### src/hdl/cwu_pkg.sv
// How it works
// - Six modes: half-bridge, push-pull, async steer, sync steer, forward, reverse.
// - Every mode takes one data input and drives up to four outputs.
// - Auto-shutdown forces driven outputs inactive in every mode except non-steered outputs in steering modes, which keep their override level.
// - One output's turn-on may be delayed after its partner turns off.
// - Two separate 6-bit dead-band timers, rising and falling, each enabled separately.
// - Half-bridge: A follows input, B its inverse, with dead-band gap.
// - Mode code 100 selects half-bridge.
// - Steering selections do nothing in half-bridge mode.
// - Half-bridge: C and D mirror A and B with own polarity.
// - Push-pull: successive input pulses alternate between A and B.
// - Mode code 101 selects push-pull.
// - Push-pull sequencer resets while disabled or shut down.
// - After sequencer reset the first pulse appears on A.
// - Push-pull: C copies A, D copies B, each with own polarity.
// - Steering selections do nothing in push-pull mode.
// - Full-bridge: three outputs static, one follows the input.
// - Flipping the low mode bit swaps direction without disabling.
// - Every output has its own polarity control.
// - Forward (010): A active, B and C inactive, D modulated.
// - Reverse (011): C active, A and D inactive, B modulated.
package cwu_pkg;
    localparam int NUM_OUT = 4;
    localparam int NUM_SRC = 8;
    localparam int SHUT_N = 2;
    localparam int ISM_W = 3;
    localparam int DB_W = 6;
    localparam int ADDR_W = 8;

    localparam logic [2:0] MODE_ASTEER = 3'h0;
    localparam logic [2:0] MODE_SSTEER = 3'h1;
    localparam logic [2:0] MODE_FWD = 3'h2;
    localparam logic [2:0] MODE_REV = 3'h3;
    localparam logic [2:0] MODE_HALF = 3'h4;
    localparam logic [2:0] MODE_PUSH = 3'h5;

    localparam logic [ADDR_W-1:0] ADDR_CTRL = 8'h00;
    localparam logic [ADDR_W-1:0] ADDR_OUTCFG = 8'h04;
    localparam logic [ADDR_W-1:0] ADDR_DBAND = 8'h08;
    localparam logic [ADDR_W-1:0] ADDR_SHUT = 8'h0c;
    localparam logic [ADDR_W-1:0] ADDR_STAT = 8'h10;

    localparam int CTRL_EN_BIT = 0;
    localparam int CTRL_MODE_LSB = 4;
    localparam int OUT_POL_LSB = 0;
    localparam int OUT_STR_LSB = 8;
    localparam int OUT_OVR_LSB = 16;
    localparam int OUT_ISM_LSB = 24;
    localparam int DB_RISE_LSB = 0;
    localparam int DB_FALL_LSB = 8;
    localparam int DB_RISE_EN_BIT = 16;
    localparam int DB_FALL_EN_BIT = 17;
    localparam int SHUT_STATE_BIT = 0;
    localparam int SHUT_RESTART_BIT = 1;
    localparam int SHUT_SRC_LSB = 4;

    localparam logic PP_INIT = 1'b1;
    localparam logic DIR_FWD = 1'b0;

    typedef struct packed {
        logic [ADDR_W-1:0] addr;
        logic write;
        logic valid;
    } cwu_ahb_req_t;

    typedef struct packed {
        logic [ISM_W-1:0] ism;
        logic [NUM_OUT-1:0] ovr;
        logic [NUM_OUT-1:0] str;
        logic [NUM_OUT-1:0] pol;
    } cwu_outcfg_t;
endpackage

### src/hdl/cwu_sync3.sv
`timescale 1ns/1ps
`default_nettype none
module cwu_sync3 #(
    parameter int W = 1
) (
    // Clock and reset
    input wire logic clock,
    input wire logic reset_n,
    // Levels from other domains
    input wire logic [W-1:0] async_in,
    // Filtered levels
    output logic [W-1:0] sync_out
);
    logic [W-1:0] s1_q;
    logic [W-1:0] s2_q;
    logic [W-1:0] s3_q;
    logic [W-1:0] out_q;

    genvar i;
    generate
        for (i = 0; i < W; i++) begin : g_bit
            always_ff @(posedge clock or negedge reset_n) begin
                if (!reset_n) begin
                    s1_q[i] <= 1'b0;
                    s2_q[i] <= 1'b0;
                    s3_q[i] <= 1'b0;
                    out_q[i] <= 1'b0;
                end else begin
                    s1_q[i] <= async_in[i];
                    s2_q[i] <= s1_q[i];
                    s3_q[i] <= s2_q[i];
                    // Accept a change only once the last two stages agree
                    if (s2_q[i] == s3_q[i]) begin
                        out_q[i] <= s3_q[i];
                    end
                end
            end
        end
    endgenerate

    assign sync_out = out_q;
endmodule
`default_nettype wire

### src/hdl/cwu_db_delay.sv
`timescale 1ns/1ps
`default_nettype none
module cwu_db_delay #(
    parameter int W = cwu_pkg::DB_W
) (
    // Clock and reset
    input wire logic clock,
    input wire logic reset_n,
    // Timer setup
    input wire logic delay_en,
    input wire logic [W-1:0] delay_count,
    // Level path
    input wire logic level_in,
    output logic level_out
);
    logic [W-1:0] cnt_q;
    logic at_count;

    // Compare with >= so a count lowered while the level is high cannot wrap the timer
    assign at_count = (cnt_q >= delay_count);
    // Rising edge held back by delay_count cycles, falling edge passes at once
    assign level_out = level_in && (!delay_en || at_count);

    always_ff @(posedge clock or negedge reset_n) begin
        if (!reset_n) begin
            cnt_q <= '0;
        end else if (!level_in) begin
            cnt_q <= '0;
        end else if (!at_count) begin
            cnt_q <= cnt_q + 1'b1;
        end
    end
endmodule
`default_nettype wire

### src/hdl/cwu_top.sv
// Decided for this implementation: the AHB-Lite register port and the address map.
`timescale 1ns/1ps
`default_nettype none
module cwu_top #(
    parameter int DB_W = cwu_pkg::DB_W
) (
    // Clock and reset
    input wire logic clock,
    input wire logic reset_n,
    // AHB-Lite slave
    input wire logic hsel,
    input wire logic [31:0] haddr,
    input wire logic [1:0] htrans,
    input wire logic hwrite,
    input wire logic [2:0] hsize,
    input wire logic hready,
    input wire logic [31:0] hwdata,
    output logic hreadyout,
    output logic hresp,
    output logic [31:0] hrdata,
    // Data and fault sources
    input wire logic [cwu_pkg::NUM_SRC-1:0] data_sources,
    input wire logic [cwu_pkg::SHUT_N-1:0] shutdown_sources,
    // Drive outputs
    output logic drive_output_first,
    output logic drive_output_second,
    output logic drive_output_third,
    output logic drive_output_fourth
);
    localparam int NO = cwu_pkg::NUM_OUT;
    localparam int NS = cwu_pkg::NUM_SRC;
    localparam int SN = cwu_pkg::SHUT_N;

    // Bus front end
    cwu_pkg::cwu_ahb_req_t req_q;
    cwu_pkg::cwu_ahb_req_t req_d;
    logic take;
    logic wr;
    logic wr_ctrl;
    logic wr_outcfg;
    logic wr_dband;
    logic wr_shut;

    // Registers
    logic en_q;
    logic [2:0] mode_q;
    cwu_pkg::cwu_outcfg_t outcfg_q;
    logic [DB_W-1:0] rise_cnt_q;
    logic [DB_W-1:0] fall_cnt_q;
    logic rise_en_q;
    logic fall_en_q;
    logic shut_q;
    logic restart_q;
    logic [SN-1:0] shut_en_q;

    // Data path
    logic [NS+SN-1:0] sync_out;
    logic modulated_input_signal;
    logic data_n;
    logic [SN-1:0] shut_in;
    logic data_q;
    logic rise;
    logic hb_a;
    logic hb_b;
    logic pp_q;
    logic pp_eff;
    logic dir_q;
    logic dir_eff;
    logic fb_turn;
    logic [DB_W-1:0] hold_q;
    logic [DB_W-1:0] fb_load;
    logic fb_mod;
    logic [NO-1:0] str_sync_q;
    logic [NO-1:0] str_eff;
    logic [NO-1:0] act;
    logic [NO-1:0] out_d;
    logic [NO-1:0] out_q;
    logic is_pp;
    logic is_fb;
    logic is_steer;
    logic src_hit;
    logic shut_d;

    // Read data
    logic [31:0] rd_ctrl;
    logic [31:0] rd_outcfg;
    logic [31:0] rd_dband;
    logic [31:0] rd_shut;
    logic [31:0] rd_stat;

    assign take = hsel && htrans[1] && hready;
    assign req_d = '{addr: haddr[cwu_pkg::ADDR_W-1:0], write: hwrite, valid: take};
    assign wr = req_q.valid && req_q.write;
    assign wr_ctrl = wr && (req_q.addr == cwu_pkg::ADDR_CTRL);
    assign wr_outcfg = wr && (req_q.addr == cwu_pkg::ADDR_OUTCFG);
    assign wr_dband = wr && (req_q.addr == cwu_pkg::ADDR_DBAND);
    assign wr_shut = wr && (req_q.addr == cwu_pkg::ADDR_SHUT);
    assign hreadyout = 1'b1;
    assign hresp = 1'b0;

    always_ff @(posedge clock or negedge reset_n) begin
        if (!reset_n) begin
            req_q <= '0;
        end else if (hready) begin
            req_q <= req_d;
        end
    end

    always_ff @(posedge clock or negedge reset_n) begin
        if (!reset_n) begin
            en_q <= 1'b0;
            mode_q <= cwu_pkg::MODE_ASTEER;
        end else if (wr_ctrl) begin
            en_q <= hwdata[cwu_pkg::CTRL_EN_BIT];
            // Mode is writable at any time; forward/reverse swaps apply live
            mode_q <= hwdata[cwu_pkg::CTRL_MODE_LSB +: 3];
        end
    end

    always_ff @(posedge clock or negedge reset_n) begin
        if (!reset_n) begin
            outcfg_q <= '0;
        end else if (wr_outcfg) begin
            outcfg_q.pol <= hwdata[cwu_pkg::OUT_POL_LSB +: NO];
            outcfg_q.str <= hwdata[cwu_pkg::OUT_STR_LSB +: NO];
            outcfg_q.ovr <= hwdata[cwu_pkg::OUT_OVR_LSB +: NO];
            outcfg_q.ism <= hwdata[cwu_pkg::OUT_ISM_LSB +: cwu_pkg::ISM_W];
        end
    end

    always_ff @(posedge clock or negedge reset_n) begin
        if (!reset_n) begin
            rise_cnt_q <= '0;
            fall_cnt_q <= '0;
            rise_en_q <= 1'b0;
            fall_en_q <= 1'b0;
        end else if (wr_dband) begin
            rise_cnt_q <= hwdata[cwu_pkg::DB_RISE_LSB +: DB_W];
            fall_cnt_q <= hwdata[cwu_pkg::DB_FALL_LSB +: DB_W];
            rise_en_q <= hwdata[cwu_pkg::DB_RISE_EN_BIT];
            fall_en_q <= hwdata[cwu_pkg::DB_FALL_EN_BIT];
        end
    end

    // Shutdown: a source hit or a software set wins over any clear
    assign src_hit = |(shut_in & shut_en_q);
    assign shut_d = src_hit || (wr_shut && hwdata[cwu_pkg::SHUT_STATE_BIT])
        || (shut_q && !(wr_shut && !hwdata[cwu_pkg::SHUT_STATE_BIT])
        && !restart_q);

    always_ff @(posedge clock or negedge reset_n) begin
        if (!reset_n) begin
            shut_q <= 1'b0;
            restart_q <= 1'b0;
            shut_en_q <= '0;
        end else begin
            shut_q <= shut_d;
            if (wr_shut) begin
                restart_q <= hwdata[cwu_pkg::SHUT_RESTART_BIT];
                shut_en_q <= hwdata[cwu_pkg::SHUT_SRC_LSB +: SN];
            end
        end
    end

    // Input selection and edge detect
    cwu_sync3 #(.W(NS + SN)) u_sync (
        .clock(clock),
        .reset_n(reset_n),
        .async_in({shutdown_sources, data_sources}),
        .sync_out(sync_out)
    );

    assign modulated_input_signal = sync_out[outcfg_q.ism];
    assign shut_in = sync_out[NS +: SN];
    assign data_n = !modulated_input_signal;
    assign rise = modulated_input_signal && !data_q;
    assign is_pp = (mode_q == cwu_pkg::MODE_PUSH);
    assign is_fb = (mode_q == cwu_pkg::MODE_FWD) || (mode_q == cwu_pkg::MODE_REV);
    assign is_steer = (mode_q == cwu_pkg::MODE_ASTEER)
        || (mode_q == cwu_pkg::MODE_SSTEER);

    always_ff @(posedge clock or negedge reset_n) begin
        if (!reset_n) begin
            data_q <= 1'b0;
        end else begin
            data_q <= modulated_input_signal;
        end
    end

    // Half-bridge dead band
    cwu_db_delay #(.W(DB_W)) u_db_rise (
        .clock(clock),
        .reset_n(reset_n),
        .delay_en(rise_en_q),
        .delay_count(rise_cnt_q),
        .level_in(modulated_input_signal),
        .level_out(hb_a)
    );

    cwu_db_delay #(.W(DB_W)) u_db_fall (
        .clock(clock),
        .reset_n(reset_n),
        .delay_en(fall_en_q),
        .delay_count(fall_cnt_q),
        .level_in(data_n),
        .level_out(hb_b)
    );

    // Push-pull sequencer
    assign pp_eff = rise ? !pp_q : pp_q;

    always_ff @(posedge clock or negedge reset_n) begin
        if (!reset_n) begin
            pp_q <= cwu_pkg::PP_INIT;
        end else if (!en_q || shut_q) begin
            pp_q <= cwu_pkg::PP_INIT;
        end else if (rise && is_pp) begin
            pp_q <= !pp_q;
        end
    end

    // Full-bridge direction, follows the mode while disabled, else changed only at a rising input edge
    assign fb_turn = is_fb && rise && (mode_q[0] != dir_q);
    assign dir_eff = (is_fb && rise) ? mode_q[0] : dir_q;
    assign fb_load = (mode_q[0] == cwu_pkg::DIR_FWD) ? (fall_en_q ? fall_cnt_q : '0)
        : (rise_en_q ? rise_cnt_q : '0);
    assign fb_mod = modulated_input_signal && (hold_q == '0)
        && !(fb_turn && (fb_load != '0));

    always_ff @(posedge clock or negedge reset_n) begin
        if (!reset_n) begin
            dir_q <= cwu_pkg::DIR_FWD;
            hold_q <= '0;
        end else if (!en_q) begin
            dir_q <= wr_ctrl ? hwdata[cwu_pkg::CTRL_MODE_LSB] : mode_q[0];
            hold_q <= '0;
        end else begin
            if (is_fb && rise) begin
                dir_q <= mode_q[0];
            end
            if (fb_turn) begin
                hold_q <= fb_load;
            end else if (hold_q != '0) begin
                hold_q <= hold_q - 1'b1;
            end
        end
    end

    // Steering selections, latched at rising edges in synchronous mode
    always_ff @(posedge clock or negedge reset_n) begin
        if (!reset_n) begin
            str_sync_q <= '0;
        end else if (rise) begin
            str_sync_q <= outcfg_q.str;
        end
    end

    assign str_eff = (mode_q == cwu_pkg::MODE_SSTEER && !rise) ? str_sync_q : outcfg_q.str;

    // Active-high drive per mode, before polarity
    always_comb begin
        act = '0;
        unique case (mode_q)
            cwu_pkg::MODE_HALF: begin
                act = {hb_b, hb_a, hb_b, hb_a};
            end
            cwu_pkg::MODE_PUSH: begin
                act[0] = modulated_input_signal && !pp_eff;
                act[1] = modulated_input_signal && pp_eff;
                act[2] = act[0];
                act[3] = act[1];
            end
            cwu_pkg::MODE_FWD, cwu_pkg::MODE_REV: begin
                if (dir_eff == cwu_pkg::DIR_FWD) begin
                    act = {fb_mod, 1'b0, 1'b0, 1'b1};
                end else begin
                    act = {1'b0, 1'b1, fb_mod, 1'b0};
                end
            end
            cwu_pkg::MODE_ASTEER, cwu_pkg::MODE_SSTEER: begin
                act = {NO{modulated_input_signal}};
            end
            default: begin
                act = '0;
            end
        endcase
    end

    // Output stage: steering only counts in steering modes
    genvar i;
    generate
        for (i = 0; i < NO; i++) begin : g_out
            assign out_d[i] = !en_q ? outcfg_q.pol[i]
                : (is_steer && !str_eff[i]) ? outcfg_q.ovr[i]
                : shut_q ? outcfg_q.pol[i]
                : (act[i] ^ outcfg_q.pol[i]);
        end
    endgenerate

    always_ff @(posedge clock or negedge reset_n) begin
        if (!reset_n) begin
            out_q <= '0;
        end else begin
            out_q <= out_d;
        end
    end

    assign drive_output_first = out_q[0];
    assign drive_output_second = out_q[1];
    assign drive_output_third = out_q[2];
    assign drive_output_fourth = out_q[3];

    // Register read-back
    assign rd_ctrl = 32'(en_q) | (32'(mode_q) << cwu_pkg::CTRL_MODE_LSB);
    assign rd_outcfg = (32'(outcfg_q.pol) << cwu_pkg::OUT_POL_LSB)
        | (32'(outcfg_q.str) << cwu_pkg::OUT_STR_LSB)
        | (32'(outcfg_q.ovr) << cwu_pkg::OUT_OVR_LSB)
        | (32'(outcfg_q.ism) << cwu_pkg::OUT_ISM_LSB);
    assign rd_dband = (32'(rise_cnt_q) << cwu_pkg::DB_RISE_LSB)
        | (32'(fall_cnt_q) << cwu_pkg::DB_FALL_LSB)
        | (32'(rise_en_q) << cwu_pkg::DB_RISE_EN_BIT)
        | (32'(fall_en_q) << cwu_pkg::DB_FALL_EN_BIT);
    assign rd_shut = (32'(shut_q) << cwu_pkg::SHUT_STATE_BIT)
        | (32'(restart_q) << cwu_pkg::SHUT_RESTART_BIT)
        | (32'(shut_en_q) << cwu_pkg::SHUT_SRC_LSB);
    assign rd_stat = {25'h0, dir_q, modulated_input_signal, pp_q, out_q};
    assign hrdata = !(req_q.valid && !req_q.write) ? 32'h0
        : (req_q.addr == cwu_pkg::ADDR_CTRL) ? rd_ctrl
        : (req_q.addr == cwu_pkg::ADDR_OUTCFG) ? rd_outcfg
        : (req_q.addr == cwu_pkg::ADDR_DBAND) ? rd_dband
        : (req_q.addr == cwu_pkg::ADDR_SHUT) ? rd_shut
        : (req_q.addr == cwu_pkg::ADDR_STAT) ? rd_stat
        : 32'h0;
endmodule
`default_nettype wire

### config.mk
export PLATFORM = sky130hd
export DESIGN_NAME = cwu_top
export DESIGN_NICKNAME = d
export VERILOG_FILES = /design/src/hdl/cwu_pkg.sv /design/src/hdl/cwu_sync3.sv /design/src/hdl/cwu_db_delay.sv /design/src/hdl/cwu_top.sv
export SDC_FILE = /design/constraint.sdc
export NUM_CORES = 1
export LEC_CHECK = 0
export BUFFER_PORTS_ARGS = -buffer_cell sky130_fd_sc_hd__buf_2
export CORE_ASPECT_RATIO = 0.6
export CORE_MARGIN = 5
export CORE_UTILIZATION = 28
export DETAILED_ROUTE_END_ITERATION = 10
export PLACE_DENSITY_LB_ADDON = 0.1
export SYNTH_ARGS = -nofsm -noshare
export SYNTH_HDL_FRONTEND = slang
export SYNTH_HIERARCHICAL = 1
export SYNTH_SLANG_ARGS = --single-unit
### constraint.sdc
create_clock -name clock -period 3.35 [get_ports clock]
set_input_delay 1.005 -clock clock [delete_from_list [all_inputs] [get_ports clock]]
set_output_delay 1.005 -clock clock [all_outputs]
set_load 0.02 [all_outputs]
After elaboration in Yosys (flattened, before gate mapping):

Index checks and enable logic that the tools add are counted.

* flip-flop bits (word level): 116
* bits of input ports: 84
* output and inout port bits: 38
* logic and storage cells: 207

* add/sub/neg operators: 3
* order comparisons: 3
* equal/unequal tests: 23
* multiplexer cells: 39
* bitwise logic cells: 14
* reductions and logical operators: 61

Operators by type and width (number)
* $mux 27: 3
* $mux 6: 10
* $logic_and 1x1->1: 28
* $or 20x27->27: 1
* $or 12x20->20: 1
* $mux 1: 19
* $mux 18: 1
* $or 17x18->18: 1
* $logic_not 1->1: 17
* $or 14x17->17: 1
* $eq 8x4->1 const B: 2
* $pmux 4 s4: 1
* $mux 7: 2
* $or 6x14->14: 1
* $add 6x1->6 const B: 2
* $ge 6x6->1: 2
* $or 4x12->12: 1
* $reduce_bool 6->1: 2
* $eq 1x1->1: 10
* $eq 8x3->1 const B: 1
* $eq 8x5->1 const B: 1
* $logic_not 8->1: 1
* $mux 4: 2
* $logic_or 1x1->1: 7
* 18 further kinds: 26

Longest topological paths before layout:

Gate-level depths: netlist of run 1.

* word-level depth: 14
* mapped depth: 11
* gate-level depth less buffers: 10

By module:

Netlist of run 1, hierarchy kept.

By module, submodules not included
* cwu_top: times used 1, cells an instance 380, area each 3772.4 um^2, seq. area each 1602.8 um^2
* cwu_sync3: times used 1, cells an instance 50, area each 1113.6 um^2, seq. area each 1001.0 um^2
* cwu_db_delay: times used 2, cells an instance 54, area each 474.2 um^2, seq. area each 150.1 um^2

Worst setup path before layout of run 1:

Ideal clock, no wire load.

* path kind: register to output
* from: reg req_q[3] (netlist bit)
* to: out hrdata[0]
* data arrival time: 1891 ps
* data required time: 2345 ps
* setup slack: 454 ps
* cell stages (with the launch flop): 7
* path buffers: 1
* cell sequence: dfrtp_1 nor3_1 nand2_1 nor4b_1 clkbuf_1 a21oi_1 nor3_1

* word-level cells in the longest chain between the ends: 7
* elaborated cells on any way between the ends: 11
* classes of those cells: eq/ne (4); mux (6); reduce/logical (1)

RTL lines
* start, declared: RTL line cwu_top.sv:35 `cwu_pkg::cwu_ahb_req_t req_q;`
* start signal, assigned: RTL line cwu_top.sv:105 `req_q <= req_d;`
* $eq 8x5->1: RTL line cwu_top.sv:332 `: (req_q.addr == cwu_pkg::ADDR_STAT) ? rd_stat`
* $mux 7: RTL line cwu_top.sv:332
* $mux 7: RTL line cwu_top.sv:331 `: (req_q.addr == cwu_pkg::ADDR_SHUT) ? rd_shut`
* $mux 18: RTL line cwu_top.sv:330 `: (req_q.addr == cwu_pkg::ADDR_DBAND) ? rd_dband`
* $mux 27: RTL line cwu_top.sv:329 `: (req_q.addr == cwu_pkg::ADDR_OUTCFG) ? rd_outcfg`
* $mux 27 *: RTL line cwu_top.sv:328 `: (req_q.addr == cwu_pkg::ADDR_CTRL) ? rd_ctrl`
* $mux 27 *: RTL line cwu_top.sv:327 `assign hrdata = !(req_q.valid && !req_q.write) ? 32'h0`
* end, declared: RTL line cwu_top.sv:20 `output logic [31:0] hrdata,`

Every way passes the cells marked *; elsewhere a longest branch is shown, timed or not.

Worst setup path after layout of run 1:

* from: reg outcfg_q[12] (netlist bit)
* to: out hrdata[5]

* word-level cells in the longest chain between the ends: 8

RTL lines
* start, declared: RTL line cwu_top.sv:47 `cwu_pkg::cwu_outcfg_t outcfg_q;`
* $bmux 1 s3: RTL line cwu_top.sv:173 `assign modulated_input_signal = sync_out[outcfg_q.ism];`
* $mux 1 (implied by the code): RTL line cwu_top.sv:173
* named net modulated_input_signal: RTL line cwu_top.sv:58 `logic modulated_input_signal;`
* $mux 7: RTL line cwu_top.sv:332
* $mux 7: RTL line cwu_top.sv:331
* $mux 18: RTL line cwu_top.sv:330
* $mux 27: RTL line cwu_top.sv:329
* $mux 27: RTL line cwu_top.sv:328
* $mux 27: RTL line cwu_top.sv:327

The timed path passes the listed nets, and every way through them passes these cells. The select of a mux whose other input is x is not followed.

==> flow_summary_export.csv, run 1 <==
group,metric,value,unit
setup_path,required,2340,ps
floorplanning,die_area,0.02392,sq mm
synthesis,synth.top_cell.area_share,0.4932,
final_layout,nFillCells,2051,
global_route,grt_util_met1,0.2292,
route,totalWireLength,16810,um
route,drt_first_iter_violations,272,
sta,hold_violations,0,
sta,setup_viol,0,
final_layout,drive_gt1_frac,0.3266,
synthesis,synth_area_per_cell,10.84,sq um
route,wire_per_inst,18.41,um
global_route,global_route.overflow_total,0,
floorplanning,ios,122,
clock_network,cts_sinks,116,
synthesis,yosysMostFrequentCell,"dfrtp_1",
global_route,antenna_found_initial,0,
setup_path,cp_max_fo,6,
final_layout,syn_to_final_growth,24.96,%
synthesis,synth_enable_flop_cells,0,
route,drt_first_pass_iters,5,
synthesis,yosys-top-cells-count,"115 x dfrtp_1, 48 x mux2_2, 34 x nand2_1, 34 x nor2_1, 30 x a21oi_1",
setup_path,cpMaxStageDelayCell,"dfrtp_2",
sta,max_freq,309.3,MHz
clock_network,holdBufCountCts,0,
global_route,grt_pass1_vias,4563,
final_layout,fin_nets,727,
setup_path,max_stage_delay,480,ps
global_route,use_met3,0.04035,
sta,drv_slew,0,
sta,relSlewSlack,0.4534,
synthesis,yosys_warnings,6,
synthesis,synth_cell_type_count,63,
setup_path,path_cells,"mux2i_1 -> a22o_1 -> nor2_4 -> a31oi_1 -> nor3_1 -> buf_2",
global_route,grt-busiest-layer,"met1",
clock_network,path_clk_slew,50,ps
synthesis,synth-seq-cells,116,
job,maxCapViolCount,0,
synthesis,postSynth.asyncResetShare,1.000,
synthesis,netlist_instances,538,
setup_path,endpoint_kind,"primary output",
synthesis,ys.flop_type,"dfrtp_1",
floorplanning,initial_utilization,0.2886,
power,power,4453,uW
clock_network,clockBufferDepth,2,
global_route,use_met2,0.1917,
clock_network,cts_root_buffer,"clkbuf_16",
synthesis,syn_area,0.005834,sq mm
clock_network,clk_latency,420,ps
sta,skew,6.986,ps
final_layout,antennaDiodeCount,0,
place,globalplace.congestion,0.8214,
synthesis,yosys-top-cells-area,"dfrtp_1 49%, mux2_2 9.3%, ha_1 3.4%",
floorplanning,placement_rows,40,
sta,worst_pin_slew,819.8,ps
sta,rsz0062_at_grt,"false",
power,vdd.ir_drop.worst,530.7,uV
power,power_density,610.8,mW/mm^2
synthesis,synth_top_area_cell,"dfrtp_1",
final_layout,ff_latch_area,0.002905,sq mm
synthesis,ys_seq_area_frac,0.4977,
global_route,grt_usage,0.1464,
sta,period_share,0.9650,
floorplanning,die_x,196.4,um
final_layout,multi_input_area,0.002714,sq mm
global_route,grt_pass1_wl,26520,um
route,ant_nets,0,
sta,finalCriticalPeriod,3233,ps
outcome,status,"finished, final reports clean",
setup_path,critical_path_class,"register to primary output",
setup_path,startpoint_type,"register",
setup_path,arrival,2230,ps
route,vias_per_cell,4.986,
place,dp_hpwl,12740,um
route,drc_errors,0,
place,io_buffers,67,
min_path,min_path_type,"register to register",
sta,tns,0,ps
clock_network,numCtsBuffers,17,
global_route,grt_max_degree,49,
floorplanning,core_area,0.02022,sq mm
clock_network,cts_tree,"done",
route,vias,4552,
clock_network,h-tree-depth,4,
floorplanning,fp.dieH,121.8,um
power,cellLeakagePower,0.003210,uW
cells by family after synthesis:
logic type | after synthesis | share of synthesized area
XOR/XNOR | 8 | 0.01201
other | 2 | 0.001287
AO/OA/AOI/OAI | 106 | 0.1220
buffers and inverters | 62 | 0.05082
flip-flops | 116 | 0.4977
adder cells (fa/ha/maj) | 26 | 0.05361
multiplexers | 59 | 0.1132
AND/OR/NAND/NOR | 159 | 0.1493
metrics by stage:
stage | worst slack (ps) | cell area (sq um) | utilization | std cells | hold slack, ps
floorplan | 453.9 | 5879 | - | 550 | 331.2
global placement | 234.2 | 6570 | 0.3249 | 879 | 333.4
detailed placement | 253.3 | 6570 | 0.3249 | 879 | 336.4
CTS | 11.28 | 7263 | 0.3592 | 912 | 348.3
global route | 27.61 | 7291 | 0.3606 | 913 | 363.7
finish | 117.2 | 7291 | 0.3606 | 913 | 345.3
what timing repair did:
| action | 4_1_cts | 5_1_grt |
|---|---|---|
| resized for setup | 3 | 4 |
| pin swaps | 0 | 1 |
| buffers inserted | 1 | 1 |
| setup endpoints to repair | 10 | 12 |
worst paths after layout:
kind	start	endpoint	slack, ps	depth (start not counted)
max	outcfg_q[12]	hrdata[5]	120	6
min	u_sync/s1_q[8]	u_sync/s2_q[8]	350	0
min in group asynchronous	reset_n	data_q	600	1
min reg2reg	u_sync/s1_q[8]	u_sync/s2_q[8]	350	0
max in group asynchronous	reset_n	u_db_fall/cnt_q[1]	2030	2
max reg2reg	fall_cnt_q[3]	out_q[1]	490	10
cell usage in the layout (no fill, tap or decap), types with 16 or more instances in the layout:
cell         n
a21oi_1     30
buf_2       66
buf_4       27
clkbuf_16   17
dfrtp_1    114
ha_1        16
inv_1       25
mux2_2      48
nand2_1     33
nand3_1     20
nor2_1      33
o21ai_0     16
critical path: cells and delay by family, from the launching register on:
kind | cells | cell delay (ps)
buffers and inverters | 1 | 230
muxes | 1 | 180
DFF | 1 | 480
and+or+nand+nor | 2 | 490
AOI/OAI and AO/OA | 2 | 430
cell type report:
| type | instances | area share |
|---|---|---|
| clock buffers | 18 | 0.05886 |
| flip-flops and latches | 116 | 0.3985 |
| clock inverters | 14 | 0.03209 |
| inverters | 25 | 0.01287 |
| repair buffers | 95 | 0.07860 |
| well taps | 273 | 0.04685 |
| multi-input cells | 372 | 0.3722 |
registers in the layout, indices dropped and copies added (netlist names), 2 cells and up:
signal / count
u_sync/s2_q: 10
u_sync/s1_q: 10
u_sync/sync_out: 10
fall_cnt_q: 6
u_sync/s3_q: 10
u_db_fall/cnt_q: 6
shut_en_q: 2
mode_q: 3
hold_q: 6
u_db_rise/cnt_q: 6
req_q: 10
rise_cnt_q: 6
str_sync_q: 4
outcfg_q: 15
out_q: 4
where the power goes:
part	switching, uW	internal (uW)	leakage [uW]	total, uW
Sequential	164	1550	0.00143	1720
Clock	679	1390	0.000312	2070
Combinational	364	305	0.00147	668
Total	1210	3250	0.00321	4450
layer usage:
| metal | up-vias | wire length [um] |
|---|---|---|
| met1 | 2306 | 9150 |
| met4 | 0 | 166 |
| li1 | 2118 | - |
| met5 | - | 0 |
| met3 | 10 | 910 |
| met2 | 118 | 6578 |
(Power assumes the default switching activity.)
==> inputs of run 2 (changes only) <==
==> constraint.sdc (replaced) <==
create_clock -name clock -period 2.7 [get_ports clock]
set_input_delay 0.81 -clock clock [delete_from_list [all_inputs] [get_ports clock]]
set_output_delay 0.81 -clock clock [all_outputs]
set_load 0.02 [all_outputs]
==> run 2 against run 1 <==
  * The flow now finishes with violations (setup timing)
  * Final area rose by 6.0%
  * Core utilization grew 2.2 points
  * Final cell count grew 3.3%
  * Combinational power increased by 46%
  * Worst hold slack improved by 1.8 ps
  * Non-clock buffer count rose by 33
  * Routed wire length up 3.1%
  * Critical endpoint unchanged
  * Register-to-register slack worse by 340 ps
  * Clock skew grew 8.2 ps
  * Critical path type unchanged
  * Clock-buffer cell count up 6
  * Largest power group is now sequential cells
  * Sequential share of layout area fell by 2.2 points
  * Clock power barely moved
==> flow_summary_export.csv, run 2 (synthesis gave the netlist of run 1 again) <==
group,metric,value,unit
outcome,status,"finished with violations",
outcome,violations,"setup timing",
setup_path,arrival,2070,ps
clock_network,cts_sinks,116,
final_layout,syn_to_final_growth,32.49,%
power,vdd.ir_drop.worst,483.2,uV
final_layout,drive_gt1_frac,0.4030,
final_layout,fin_cells,943,
min_path,min_from,"u_sync/s1_q[0]",
min_path,min_path_type,"register to register",
final_layout,largest_reg_flops,15,
sta,fin_ws,-177.9,ps
setup_path,reg2reg_depth,11,
setup_path,cpLargestDelayFamily,"flip-flops",
sta,rsz0062_at_grt,"true",
power,power_density,671.0,mW/mm^2
route,ant_nets,0,
clock_network,path_clk_slew,60,ps
floorplanning,die_x,196.4,um
sta,period_share,1.066,
setup_path,timing.rr.start,"outcfg_q[12]",
global_route,grt_pass1_vias,4614,
place,dp_hpwl,12970,um
power,netSwitchingFraction,0.2868,
final_layout,top_register,"outcfg_q",
power,cellLeakagePower,0.003355,uW
floorplanning,core_area,0.02022,sq mm
global_route,grt_usage,0.1493,
floorplanning,fp.dieH,121.8,um
min_path,hold_depth,0,
sta,skew,15.15,ps
sta,finalCriticalPeriod,2878,ps
sta,max_freq,347.5,MHz
route,drt_first_pass_iters,5,
sta,relSlewSlack,0.4691,
power,power_frac_seq,0.408,
clock_network,h-tree-depth,4,
final_layout,mostFrequentLayoutCells,"111 x dfrtp_1, 65 x buf_4, 48 x mux2_2",
setup_path,max_stage_delay,470,ps
floorplanning,placement_rows,40,
global_route,antenna_found_initial,0,
clock_network,cts_tree,"done",
setup_path,startpoint_type,"register",
floorplanning,die_area,0.02392,sq mm
power,switching_power,1488,uW
clock_network,numCtsBuffers,17,
sta,setup_viol,19,
setup_path,required,1890,ps
power,p_int,3699,uW
power,clkPwrFrac,0.404,
setup_path,cp_max_fo,6,
global_route,grt_pass1_wl,26830,um
clock_network,clk_latency,430,ps
setup_path,cpMaxStageDelayCell,"dfrtp_2",
place,globalplace.congestion,0.8398,
route,vias,4661,
clock_network,clockBufferDepth,2,
job,maxCapViolCount,0,
min_path,min_to,"u_sync/s2_q[0]",
sta,tns,-1897,ps
floorplanning,ios,122,
route,drt_first_iter_violations,252,
global_route,global_route.overflow_total,0,
place,place_inst,906,
route,vias_per_cell,4.943,
setup_path,r2r-end,"out_q[2]",
final_layout,antennaDiodeCount,0,
sta,drv_slew,0,
clock_network,cts_root_buffer,"clkbuf_16",
global_route,grt_max_degree,38,
route,totalWireLength,17320,um
floorplanning,initial_utilization,0.2886,
setup_path,path_buf_inv,2,
final_layout,mostFrequentLayoutCell,"dfrtp_1",
setup_path,path_cells,"mux2_4 -> o22ai_4 -> nor2_2 -> buf_12 -> a31oi_2 -> nor3_2 -> buf_4",
sta,whs,347.0,ps
sta,worst_pin_slew,788.0,ps
power,pwr-share-comb,0.188,
place,io_buffers,67,
setup_path,endpoint_kind,"primary output",
route,drc_errors,0,
setup_path,ff2ff_setup_slack,150,ps
final_layout,fin_nets,760,
setup_path,critical_path_class,"register to primary output",
route,wire_per_inst,18.37,um
sta,hold_violations,0,
final_layout,finish.utilization,0.3823,
setup_path,cp.depth,7,
[run 2: cell types whose count changed in the layout (fill, tap and decap cells not counted), moves of 5 or more]
cell and change:
and3_1 -5, buf_4 +38, a22oi_2 +6, buf_2 -20, buf_6 +14, and3_4 +5, bufinv_16 -5, a22oi_1 -6
[run 2: power by group through the flow]
stage	Sequential (uW)	Clock, uW	Combinational (uW)
after floorplan	2070	0	601
after global placement	2140	0	891
after CTS	2110	2160	950
final	2120	2100	973
after global routing	2140	2220	1090
after detailed placement	2140	0	896
[run 2: final cells by class]
class	instances	area [sq um]
Fill cell	1984	12490
Multi-Input combinational cell	372	2913
Sequential cell	116	2912
Timing Repair Buffer	128	935.9
Clock buffer	24	481.7
Tap cell	273	341.6
Inverter	25	93.84
Clock inverter	5	52.55
[run 2: how the worst max path moves through the flow]
stage,startpoint,end,slack (ps)
after floorplan,req_q[3],hrdata[10],80
after global placement,outcfg_q[12],out_q[1],-20
after detailed placement,u_db_fall/cnt_q[4],out_q[1],-30
after CTS,req_q[7],hrdata[2],-210
after global routing,outcfg_q[12],hrdata[5],-280
final,outcfg_q[12],hrdata[5],-180
[run 2: worst reg2reg max path: cells and delay by family, from the launching register on]
kind            cells  cell delay, ps
buf+inv             3             400
flops               1             470
simple gates        2             250
compound gates      5             960
mux                 1             350
[run 2: per-layer routing]
metal  up-vias  wire length (um)  global-route usage
li1       2174                 -                   -
met1      2339              9059              0.2281
met2       129              6844              0.1917
met3        19              1184             0.05307
met4         0               232             0.04752
met5         -                 0                   0
[run 2: what timing repair did]
action                                  4_1_cts  5_1_grt
hold buffers                                  0        0
endpoints found under the setup margin       21       24
pin swaps                                    11       22
resized for setup                            56       28
setup buffers                                 7        1
[run 2: metrics by stage]
| stage | cell area (sq um) | power (uW) | setup WS, ps |
|---|---|---|---|
| detailed placement | 6803 | 3037 | -28.84 |
| CTS | 7602 | 5217 | -206.0 |
| global placement | 6803 | 3027 | -22.05 |
| global route | 7730 | 5447 | -281.7 |
| floorplan | 5884 | 2673 | 81.95 |
| finish | 7730 | 5187 | -177.9 |
